## config.mk

```make
export PLATFORM = sky130hd
export DESIGN_NAME = exec_seq
export DESIGN_NICKNAME = d
export VERILOG_FILES = /design/src/hdl/exec_seq_pkg.sv /design/src/hdl/exec_seq.sv
export VERILOG_INCLUDE_DIRS = /design/src /design/src/hdl
export SDC_FILE = /design/constraint.sdc
export NUM_CORES = 1
export LEC_CHECK = 0
export ABC_AREA = 1
export BUFFER_PORTS_ARGS = -buffer_cell sky130_fd_sc_hd__buf_2
export CORE_AREA = 2 2 96 75
export CTS_CLUSTER_DIAMETER = 100
export DETAILED_ROUTE_END_ITERATION = 16
export DIE_AREA = 0 0 98 77
export GPL_ROUTABILITY_DRIVEN = 0
export GPL_TIMING_DRIVEN = 0
export PLACE_DENSITY = 0.79
export SLEW_MARGIN = 20
export SYNTH_ARGS = -nofsm -noshare
export SYNTH_HDL_FRONTEND = slang
export SYNTH_SLANG_ARGS = --single-unit
```

## constraint.sdc

```tcl
create_clock -name clock_i -period 2.44 [get_ports clock_i]
set_input_delay 0.244 -clock clock_i [delete_from_list [all_inputs] [get_ports clock_i]]
set_output_delay 0.244 -clock clock_i [all_outputs]
set_load 0.01 [all_outputs]
```

## src/hdl/exec_seq_map.svh

```systemverilog
// Constants for the execute-remote-instruction sequencer
// Notes on behaviour
// - The execute command's effective operand address names the next instruction to fetch and run.
// - The program counter is not advanced while the execute command is handled.
// - Any instruction, another execute command included, may be the object.
// - A relative object computes its operand from its own location, not the program counter.
// - The execute command's ordinary fetch sets the pending flag on its last pulse envelope.
// - While the pending flag is set the next fetch addresses memory from the low operand bits.
// - A second fetch whose word is not an execute command clears the pending flag at its last pulse and goes to execution.
// - The execute command itself takes one fetch state only.
// - No program interrupt is accepted between the execute command and its object.
// - A normal fetch passes the low address bits into the operand register, through the adder only when the relative bit is set.
`ifndef EXEC_SEQ_MAP_SVH
`define EXEC_SEQ_MAP_SVH
`define WORD_W        24
`define ADDR_W        14
`define OPC_HI        23
`define OPC_LO        18
`define OPC_EXEC      6'h04
`define REL_BIT       14
`define FETCH_PULSES  4'h4
`define ADDR_RST      14'h0000
`endif

```

## src/hdl/exec_seq_pkg.sv

```systemverilog
// Types for the execute-remote-instruction sequencer
package exec_seq_pkg;
    typedef struct packed {
        logic        req;
        logic [13:0] addr;
    } mem_req_t;
    typedef enum logic [2:0] {
        ST_IDLE  = 3'b001,
        ST_FETCH = 3'b010,
        ST_EXEC  = 3'b100
    } seq_state_t;
endpackage

```

## src/hdl/exec_seq.sv

```systemverilog
// Fetch sequencer with execute-remote-instruction redirection
`timescale 1ns/1ps
`include "exec_seq_map.svh"
module exec_seq #(
    parameter int PULSES = `FETCH_PULSES
) (
    // Clock and reset
    input  wire logic                   clock_i,
    input  wire logic                   rst_i,
    // Sequence control
    input  wire logic                   fetch_start_i,
    input  wire logic                   exec_done_i,
    input  wire logic                   irq_i,
    input  wire logic [13:0]            pc_i,
    // Core memory
    input  wire logic                   mem_ack_i,
    input  wire logic [23:0]            mem_data_i,
    output exec_seq_pkg::mem_req_t      mem_o,
    // Toward execution states
    output logic                        execute_pending_flag_o,
    output logic                        memory_addr_from_operand_sel_o,
    output logic                        pc_advance_o,
    output logic                        exec_start_o,
    output logic [23:0]                 instr_o,
    output logic [13:0]                 operand_o,
    output logic                        irq_accept_o
);
    import exec_seq_pkg::*;

    // Four-bit pulse counter: a longer envelope would wrap the compare value and end a fetch early
    if (PULSES < 1 || PULSES > 15) begin : g_bad_pulses
        $error("PULSES out of range");
    end

    seq_state_t  state;
    seq_state_t  next_state;
    logic [3:0]  pulse;
    logic [13:0] operand_reg;
    // Where the latest word came from; a relative object counts from here
    logic [13:0] instr_loc;
    logic        flag;

    // Decode of the fetched word, used in several places
    function automatic logic is_exec(input logic [23:0] w);
        return w[`OPC_HI:`OPC_LO] == `OPC_EXEC;
    endfunction

    wire last_pulse = (state == ST_FETCH) && mem_ack_i && (pulse == 4'(PULSES - 1));
    wire word_exec  = is_exec(mem_data_i);
    wire [13:0] fetch_addr = flag ? operand_reg : pc_i;
    // adder path; relative from own location
    // Base is the fetch address, so a redirected object never sees the PC
    wire [13:0] eff_addr = mem_data_i[`REL_BIT]
                         ? 14'(fetch_addr + mem_data_i[`ADDR_W-1:0])
                         : mem_data_i[`ADDR_W-1:0];

    // State selection
    always_comb begin
        next_state = state;
        case (state)
            ST_IDLE:  if (fetch_start_i) next_state = ST_FETCH;
            // one fetch then refetch; any object
            ST_FETCH: if (last_pulse) next_state = word_exec ? ST_FETCH : ST_EXEC;
            ST_EXEC:  if (exec_done_i) next_state = ST_IDLE;
            default:  next_state = ST_IDLE;
        endcase
    end

    // Pulse counter runs through each fetch envelope
    always_ff @(posedge clock_i) begin
        if (rst_i || state != ST_FETCH || last_pulse) pulse <= 4'h0;
        else if (mem_ack_i) pulse <= pulse + 4'h1;
    end

    always_ff @(posedge clock_i) begin
        if (rst_i) begin
            state       <= ST_IDLE;
            flag        <= 1'b0;
            operand_reg <= `ADDR_RST;
            instr_loc   <= `ADDR_RST;
            instr_o     <= 24'h000000;
        end else begin
            state <= next_state;
            if (last_pulse) begin
                operand_reg <= eff_addr;
                instr_loc   <= fetch_addr;
                instr_o     <= mem_data_i;
                flag        <= word_exec;
            end
        end
    end

    // Registered outputs
    always_ff @(posedge clock_i) begin
        if (rst_i) begin
            mem_o                          <= '0;
            execute_pending_flag_o         <= 1'b0;
            memory_addr_from_operand_sel_o <= 1'b0;
            pc_advance_o                   <= 1'b0;
            exec_start_o                   <= 1'b0;
            operand_o                      <= `ADDR_RST;
            irq_accept_o                   <= 1'b0;
        end else begin
            mem_o.req                      <= (next_state == ST_FETCH);
            mem_o.addr                     <= (last_pulse && word_exec) ? eff_addr : fetch_addr;
            execute_pending_flag_o         <= last_pulse ? word_exec : flag;
            memory_addr_from_operand_sel_o <= last_pulse ? word_exec : flag;
            // no advance for the execute word
            // Only the object's fetch steps the PC, once, past the execute command
            pc_advance_o                   <= last_pulse && !word_exec;
            exec_start_o                   <= last_pulse && !word_exec;
            operand_o                      <= last_pulse ? eff_addr : operand_reg;
            irq_accept_o                   <= irq_i && state == ST_IDLE && !flag;
        end
    end

    // Checks
    property p_flag_set;
        @(posedge clock_i) disable iff (rst_i)
        last_pulse && word_exec |=> flag;
    endproperty
    a_flag_set: assert property (p_flag_set) else $error("flag not set");
    property p_flag_clr;
        @(posedge clock_i) disable iff (rst_i)
        last_pulse && !word_exec |=> !flag ##0 state == ST_EXEC;
    endproperty
    a_flag_clr: assert property (p_flag_clr) else $error("flag not cleared");
    property p_redirect;
        @(posedge clock_i) disable iff (rst_i)
        last_pulse && word_exec |=> mem_o.addr == operand_reg;
    endproperty
    a_redirect: assert property (p_redirect) else $error("bad redirect");
    property p_no_adv;
        @(posedge clock_i) disable iff (rst_i)
        last_pulse && word_exec |=> !pc_advance_o;
    endproperty
    a_no_adv: assert property (p_no_adv) else $error("pc advanced");
    property p_no_irq;
        @(posedge clock_i) disable iff (rst_i)
        flag |=> !irq_accept_o;
    endproperty
    a_no_irq: assert property (p_no_irq) else $error("irq accepted");
    property p_one_fetch;
        @(posedge clock_i) disable iff (rst_i)
        last_pulse && word_exec |=> state == ST_FETCH;
    endproperty
    a_one_fetch: assert property (p_one_fetch) else $error("extra state");
    property p_operand;
        @(posedge clock_i) disable iff (rst_i)
        last_pulse |=> operand_o == operand_reg;
    endproperty
    a_operand: assert property (p_operand) else $error("operand mismatch");
    property p_chain;
        @(posedge clock_i) disable iff (rst_i)
        flag && last_pulse && word_exec |=> flag;
    endproperty
    a_chain: assert property (p_chain) else $error("chain lost");
    property p_abs_operand;
        @(posedge clock_i) disable iff (rst_i)
        exec_start_o && !instr_o[`REL_BIT] |-> operand_o == instr_o[`ADDR_W-1:0];
    endproperty
    a_abs_operand: assert property (p_abs_operand) else $error("bad operand");
    property p_rel_base;
        @(posedge clock_i) disable iff (rst_i)
        exec_start_o && instr_o[`REL_BIT]
            |-> operand_o == 14'(instr_loc + instr_o[`ADDR_W-1:0]);
    endproperty
    a_rel_base: assert property (p_rel_base) else $error("bad relative base");
    property p_rel_loc;
        @(posedge clock_i) disable iff (rst_i)
        last_pulse && flag |=> instr_loc == $past(operand_reg);
    endproperty
    a_rel_loc: assert property (p_rel_loc) else $error("bad object location");
    property p_any_object;
        @(posedge clock_i) disable iff (rst_i)
        last_pulse && flag && !word_exec |=> exec_start_o && state == ST_EXEC;
    endproperty
    a_any_object: assert property (p_any_object) else $error("object lost");
    property p_operand_fetch;
        @(posedge clock_i) disable iff (rst_i)
        flag && mem_o.req
            |-> memory_addr_from_operand_sel_o && mem_o.addr == operand_reg;
    endproperty
    a_operand_fetch: assert property (p_operand_fetch) else $error("bad fetch addr");
    property p_adv_once;
        @(posedge clock_i) disable iff (rst_i)
        last_pulse && !word_exec |=> pc_advance_o ##1 !pc_advance_o;
    endproperty
    a_adv_once: assert property (p_adv_once) else $error("bad pc advance");
    property p_start_pulse;
        @(posedge clock_i) disable iff (rst_i)
        exec_start_o |=> !exec_start_o && !flag;
    endproperty
    a_start_pulse: assert property (p_start_pulse) else $error("bad start pulse");
    property p_pulse_bound;
        @(posedge clock_i) disable iff (rst_i)
        state == ST_FETCH |-> pulse < 4'(PULSES);
    endproperty
    a_pulse_bound: assert property (p_pulse_bound) else $error("pulse overrun");
    property p_busy_irq;
        @(posedge clock_i) disable iff (rst_i)
        state != ST_IDLE |=> !irq_accept_o;
    endproperty
    a_busy_irq: assert property (p_busy_irq) else $error("irq while busy");
    c_exec: cover property (@(posedge clock_i) last_pulse && word_exec);
    c_chain: cover property (@(posedge clock_i) flag && last_pulse && word_exec);
    c_plain: cover property (@(posedge clock_i) !flag && last_pulse && !word_exec);
    c_rel_obj: cover property (@(posedge clock_i) flag && last_pulse && mem_data_i[`REL_BIT]);
endmodule // exec_seq

```

==> results.json, run 1 <==
{
  "outcome": "finished clean",
  "cts_tree": "built",
  "start_util": 0.5091,
  "ys_types": 35,
  "syn-num-nets": 532,
  "clock_latency_ps": 360,
  "fp.dieW_um": 98,
  "hold_violations": 0,
  "finalSetupViolations": 0,
  "grtUsageTotal": 0.2639,
  "cts.sinks": 63,
  "leakagePower_uw": 0.002328,
  "synth_top_area_frac": 0.3751,
  "wl_per_cell_um": 15.28,
  "fin_crit_ps": 2396,
  "detailed_place_hpwl_mm": 7.217,
  "crit_fanout": 5,
  "yosys_most_used_dff": "dfxtp_1",
  "h-tree-depth": 3,
  "worstMarginPinSlew_ps": 737.9,
  "grt_pass1_wl_mm": 15.86,
  "crit_arrival_ps": 2700,
  "nNetsFinal": 652,
  "ant_nets": 0,
  "drcViolationCount": 0,
  "synth_top_area_cell": "dfxtp_1",
  "synth-async-reset-ratio": 0,
  "reg2reg_slack_ps": 40,
  "ir_drop_mv": 0.3140,
  "syn_area_um2": 3362,
  "cts_made_buffers": 9,
  "r2r_end": "mem_o[7]",
  "synth_area_leaders": "dfxtp_1, nand2_1, inv_1, o21ai_0, ha_1",
  "holdBufCountCts": 0,
  "clk_path_buf_depth": 2,
  "clkTransAtPathRegs_ps": 70,
  "yosysWarnings": 0,
  "worst_hold_path_type": "in2reg",
  "antenna_found_initial": 0,
  "hold_ws_ps": 107.0,
  "synth_edf_count": 0,
  "coreArea_um2": 6604,
  "grt_pass1_vias": 3354,
  "postLayoutCoreUtil": 0.6885,
  "final_cell_area_um2": 4547,
  "vias": 3706,
  "rsz0062_at_grt": "yes",
  "routed_wl_mm": 10.42,
  "die_area_um2": 7546,
  "via_per_inst": 5.434,
  "critPathKind": "reg2reg",
  "hp-start": "mem_data_i[17]",
  "maxCapViolCount": 0,
  "power_density_nw_per_um2": 518.6,
  "std_cell_rows": 26,
  "syn_to_final_growth_pct": 35.24,
  "grt_max_degree": 13,
  "drive_above_1_share": 0.3696,
  "worstHoldEndpoint": "instr_o[17]",
  "post-route-worst-setup-slack_ps": 44.12,
  "synth.most_common_cell": "nand2_1",
  "cts_root_buffer": "clkbuf_8",
  "startpoint_type": "flip-flop",
  "drv_slew": 0,
  "synthTopCellsByCount": "nand2_1, inv_1, dfxtp_1",
  "period_share": 0.9819,
  "crit_required_ps": 2740,
  "syn_inst": 473,
  "io_pins": 102,
  "maxSlewHeadroom": 0.5081,
  "first_pass_iters": 6,
  "drt_iter0_drc": 386,
  "tns_ps": 0,
  "antenna_cells": 0,
  "synth-seq-cells": 63,
  "place_ws_ps": -461.7,
  "placed_area_um2": 3963,
  "synth.avg_cell_area_um2": 7.108,
  "die_h_um": 77,
  "port_buffers": 99,
  "grt_overflow": 0,
  "skew_ps": 9.014,
  "endpoint_kind": "flip-flop",
  "reg2regPathDepth": 15,
  "holdPathStages": 2,
  "max_freq_ghz": 0.4174,
  "yosysSeqAreaShare": 0.3751,
  "rr_startpoint": "memory_addr_from_operand_sel_o"
}
## layout make-up
| cell class | count | area (µm²) |
|---|---|---|
| plain buffers | 16 | 98.84 |
| fillers | 543 | 2057 |
| repair buffers | 109 | 575.6 |
| well taps | 84 | 105.1 |
| clock inverters | 7 | 48.80 |
| inverters | 78 | 299.0 |
| clock buffers | 9 | 123.9 |
| flip-flops and latches | 63 | 1265 |
| multi-input cells | 316 | 2031 |
## sequential cells by signal, indices dropped and copies added, names as in the netlist
register and flops:
exec_start_o 1, mem_o 15, irq_accept_o 1, pulse 4, state 3, operand_o 14
memory_addr_from_operand_sel_o 1, instr_o 24
## power by group
part	switching, µW	internal [µW]	total [µW]
sequential	7.92	1050	1060
combinational	302	190	492
clock	442	367	808
total	751	1610	2360
## cells by family after synthesis
| family | Yosys count | synth area share |
|---|---|---|
| flip-flops | 63 | 0.3751 |
| AO/OA/AOI/OAI | 86 | 0.1589 |
| adder cells (fa/ha/maj) | 15 | 0.05806 |
| multiplexers | 3 | 0.008932 |
| AND/OR/NAND/NOR | 204 | 0.2654 |
| XOR/XNOR | 8 | 0.02084 |
| buffers and inverters | 94 | 0.1128 |
## how the worst max path moves through the flow
stage / slack (ps) / cells past startpoint / to / startpoint
floorplan: 110 / 14 / mem_o[8] / memory_addr_from_operand_sel_o
global placement: -370 / 16 / mem_o[12] / memory_addr_from_operand_sel_o
detailed placement: -460 / 14 / mem_o[8] / memory_addr_from_operand_sel_o
CTS: 2 / 17 / mem_o[13] / memory_addr_from_operand_sel_o
global route: -120 / 15 / mem_o[7] / memory_addr_from_operand_sel_o
finish: 40 / 15 / mem_o[7] / memory_addr_from_operand_sel_o
## worst max-delay path, stage by stage, from the launching register on
cell        delay (ps)
dfxtp_4            390
clkinvlp_4         160
buf_6              170
or2_2              280
o21ai_2             80
inv_2               70
ha_4               290
nand2_2             70
nor2_2             150
nand2_1             70
nand2_1            110
xor2_1             180
nand2_1            100
nand3_1            100
nand2_1             70
inv_1               50
## per-layer routing
| layer | global-route usage | vias up | routed length [µm] |
|---|---|---|---|
| met5 | 0 | - | 0 |
| met4 | 0.08472 | 0 | 180 |
| met3 | 0.08660 | 28 | 1113 |
| met2 | 0.4007 | 218 | 4688 |
| met1 | 0.3556 | 1696 | 4440 |
| li1 | - | 1764 | - |
## timing repair
action                     in CTS  in global routing
gates cloned                    0                  1
pin swaps                       0                 18
gates resized for setup        24                 77
setup buffers                   2                  7
setup endpoints to repair      26                 22
## through the flow
step / total power (µW) / instances
floorplan: 1341 / 473
CTS: 2286 / 674
global placement: 1450 / 656
finish: 2358 / 682
detailed placement: 1463 / 656
global route: 2476 / 682
## layout by cell type, fill, tap and decap left out, types with 2 or more instances in the layout
master      synthesis  routed
ha_1               14       5
a21oi_2             8       9
xnor2_1             2       2
clkinvlp_4          0       5
o21ai_4             0       3
a31oi_1             4       4
inv_2               1       8
ha_2                0       3
nand3_2             0       6
or2_4               0       3
nor3_1              2       2
nand2_1           123     107
buf_2               7     107
nor2_4              2       5
inv_1              76      68
nand3_4             1       4
mux2i_1             3       3
clkbuf_8            0       9
clkbuf_1            5       3
nand4_1             5       5
nor2_1             27      20
o21ai_0            36      23
nor2_2              1       5
clkinv_2            0       2
nand2_2             1      16
o21ai_2             0       6
xor2_1              6       6
buf_6               1       5
nand3_1            34      25
a21oi_1            11       9
a22o_1             14      14
o22ai_1             6       6
o21ai_1             4       8
buf_4               2       9
ha_4                0       6
or2_2               6       3
a211oi_1            2       2
dfxtp_1            63      62
(Power assumes the default switching activity.)
==> run 2: changes to the inputs <==
--- a/config.mk
+++ b/config.mk
@@ -8,13 +8,15 @@
 export LEC_CHECK = 0
 export ABC_AREA = 1
 export BUFFER_PORTS_ARGS = -buffer_cell sky130_fd_sc_hd__buf_2
-export CORE_AREA = 2 2 96 75
+export CELL_PAD_IN_SITES_DETAIL_PLACEMENT = 0
+export CELL_PAD_IN_SITES_GLOBAL_PLACEMENT = 2
+export CORE_AREA = 2 2 130 100
 export CTS_CLUSTER_DIAMETER = 100
 export DETAILED_ROUTE_END_ITERATION = 16
-export DIE_AREA = 0 0 98 77
+export DIE_AREA = 0 0 132 102
 export GPL_ROUTABILITY_DRIVEN = 0
 export GPL_TIMING_DRIVEN = 0
-export PLACE_DENSITY = 0.79
+export PLACE_DENSITY_LB_ADDON = 0.1
 export SLEW_MARGIN = 20
 export SYNTH_ARGS = -nofsm -noshare
 export SYNTH_HDL_FRONTEND = slang
==> constraint.sdc (replaced) <==
create_clock -name clock_i -period 2.3 [get_ports clock_i]
set_input_delay 0.23 -clock clock_i [delete_from_list [all_inputs] [get_ports clock_i]]
set_output_delay 0.23 -clock clock_i [all_outputs]
set_load 0.01 [all_outputs]
==> results.json, run 2 (same netlist as run 1, synthesis figures left out) <==
{
  "outcome": "complete, but fails checks",
  "violations": "setup timing",
  "crit_fanout": 6,
  "antenna_found_initial": 0,
  "crit_arrival_ps": 2600,
  "max_freq_ghz": 0.4222,
  "worstSetupStartpoint": "memory_addr_from_operand_sel_o",
  "nNetsFinal": 671,
  "startpoint_type": "flip-flop",
  "post-route-worst-setup-slack_ps": -68.69,
  "holdPathStages": 3,
  "hp-start": "mem_data_i[23]",
  "drv_slew": 0,
  "top_regs": "instr_o x24, mem_o x15, operand_o x14",
  "cts_made_buffers": 9,
  "cts_tree": "built",
  "placed_area_um2": 4066,
  "via_per_inst": 4.493,
  "h-tree-depth": 3,
  "grt_pass1_wl_mm": 19.24,
  "maxSlewHeadroom": 0.4906,
  "finalSetupViolations": 11,
  "cts.sinks": 63,
  "fp.dieW_um": 132,
  "start_util": 0.2772,
  "worstHoldEndpoint": "instr_o[23]",
  "clock_latency_ps": 340,
  "grt_max_degree": 13,
  "std_cell_rows": 35,
  "first_pass_iters": 4,
  "coreArea_um2": 12130,
  "endpoint_kind": "flip-flop",
  "drt_iter0_drc": 116,
  "drive_above_1_share": 0.4489,
  "grt_pass1_vias": 3587,
  "worstMarginPinSlew_ps": 764.1,
  "largest-register": "instr_o",
  "n_fill_cell": 1272,
  "drcViolationCount": 0,
  "cts_root_buffer": "clkbuf_16",
  "maxCapViolCount": 0,
  "skew_ps": 6.280,
  "hold_violations": 0,
  "ir_drop_mv": 0.3375,
  "die_h_um": 102,
  "leakagePower_uw": 0.002601,
  "rsz0062_at_grt": "yes",
  "r2r_end": "mem_o[13]",
  "reg2regPathDepth": 17,
  "clk_path_buf_depth": 2,
  "largest_reg_flops": 24,
  "final_cell_mix": "buf_2, nand2_1, inv_1, dfxtp_1, nand2_2",
  "final_cell_area_um2": 5260,
  "grt_overflow": 0,
  "die_area_um2": 13460,
  "crit_required_ps": 2540,
  "syn_to_final_growth_pct": 56.46,
  "fin_crit_ps": 2369,
  "port_buffers": 99,
  "detailed_place_hpwl_mm": 8.811,
  "routed_wl_mm": 12.67,
  "grtUsageTotal": 0.1910,
  "holdBufCountCts": 0,
  "wl_per_cell_um": 16.18,
  "period_share": 1.030,
  "antenna_cells": 0,
  "ant_nets": 0,
  "clkTransAtPathRegs_ps": 60,
  "power_density_nw_per_um2": 636.1,
  "place_ws_ps": -769.4,
  "final_common_cell": "buf_2",
  "critPathKind": "reg2reg",
  "worst_hold_path_type": "in2reg",
  "reg2reg_slack_ps": -70,
  "io_pins": 102,
  "vias": 3518,
  "postLayoutCoreUtil": 0.4336,
  "rr_startpoint": "memory_addr_from_operand_sel_o",
  "multi_input_area_um2": 2282,
  "seqCellArea_um2": 1265
}
==> run 2: cell types whose count changed in the layout (fill, tap and decap cells not counted), moves of 7 or more <==
cell       before  now
nand2_1       107   84
buf_4           9   27
nand2_2        16   30
clkbuf_16       0   10
clkbuf_8        9    0
nand2_4         1   10
o21ai_0        23   16
==> run 2: area by class of cell <==
type	count	area share
Multi-Input combinational cell	316	0.4339
Timing Repair Buffer	128	0.1418
Sequential cell	63	0.2405
Inverter	78	0.05733
Buffer	16	0.02141
Tap cell	166	0.03949
Clock inverter	7	0.02284
Clock buffer	9	0.04282
==> run 2: per-stage QoR <==
stage               hold slack (ps)  instances  TNS [ps]  total power, µW
finish                        101.0        783    -416.5             3346
global route                  119.1        783     -2438             3499
CTS                           92.93        781    -187.6             3326
detailed placement            432.3        738    -15600             1569
global placement              424.9        738    -13580             1569
floorplan                     340.3        473         0             1422
==> run 2: what timing repair did <==
item | CTS | global route
endpoints found under the hold margin | 0 | 0
pin swaps | 36 | 46
setup endpoints to repair | 26 | 24
gates resized for setup | 118 | 53
buffers inserted | 27 | 3
==> run 2: metal layers <==
metal / GRT usage / vias up / share of wire
met5: 0 / - / 0
met4: 0.05936 / 0 / 0.0072
met3: 0.04365 / 9 / 0.042
met2: 0.3069 / 86 / 0.45
met1: 0.2573 / 1617 / 0.50
li1: - / 1806 / -
==> run 2: worst max-delay path: stages, from the launching register on <==
cell        delay (ps)
dfxtp_4            370
clkinvlp_4         210
buf_6              200
or2_4              230
o21ai_4             70
inv_2               70
ha_4               300
nand2_4             80
nor2_4             120
inv_2               60
nor2_4             100
nand2_4             70
nand2_2             60
nand2_1             50
nand3_1             70
nand3_1             90
nand2_1             70
inv_1               40
==> run 2: worst max path at each step <==
stage                endpoint  slack, ps  cells past startpoint
global route        mem_o[13]       -200                     17
detailed placement  mem_o[10]       -770                     13
floorplan            mem_o[8]         60                     14
CTS                 mem_o[12]        -60                     16
finish              mem_o[13]        -70                     17
global placement    mem_o[10]       -680                     15
==> run 2: where the power goes <==
group	internal, µW	switching [µW]	leakage [µW]
registers	1120	8.67	0.000513
logic	254	363	0.00192
clock network	1060	542	0.000166
total	2430	915	0.00260
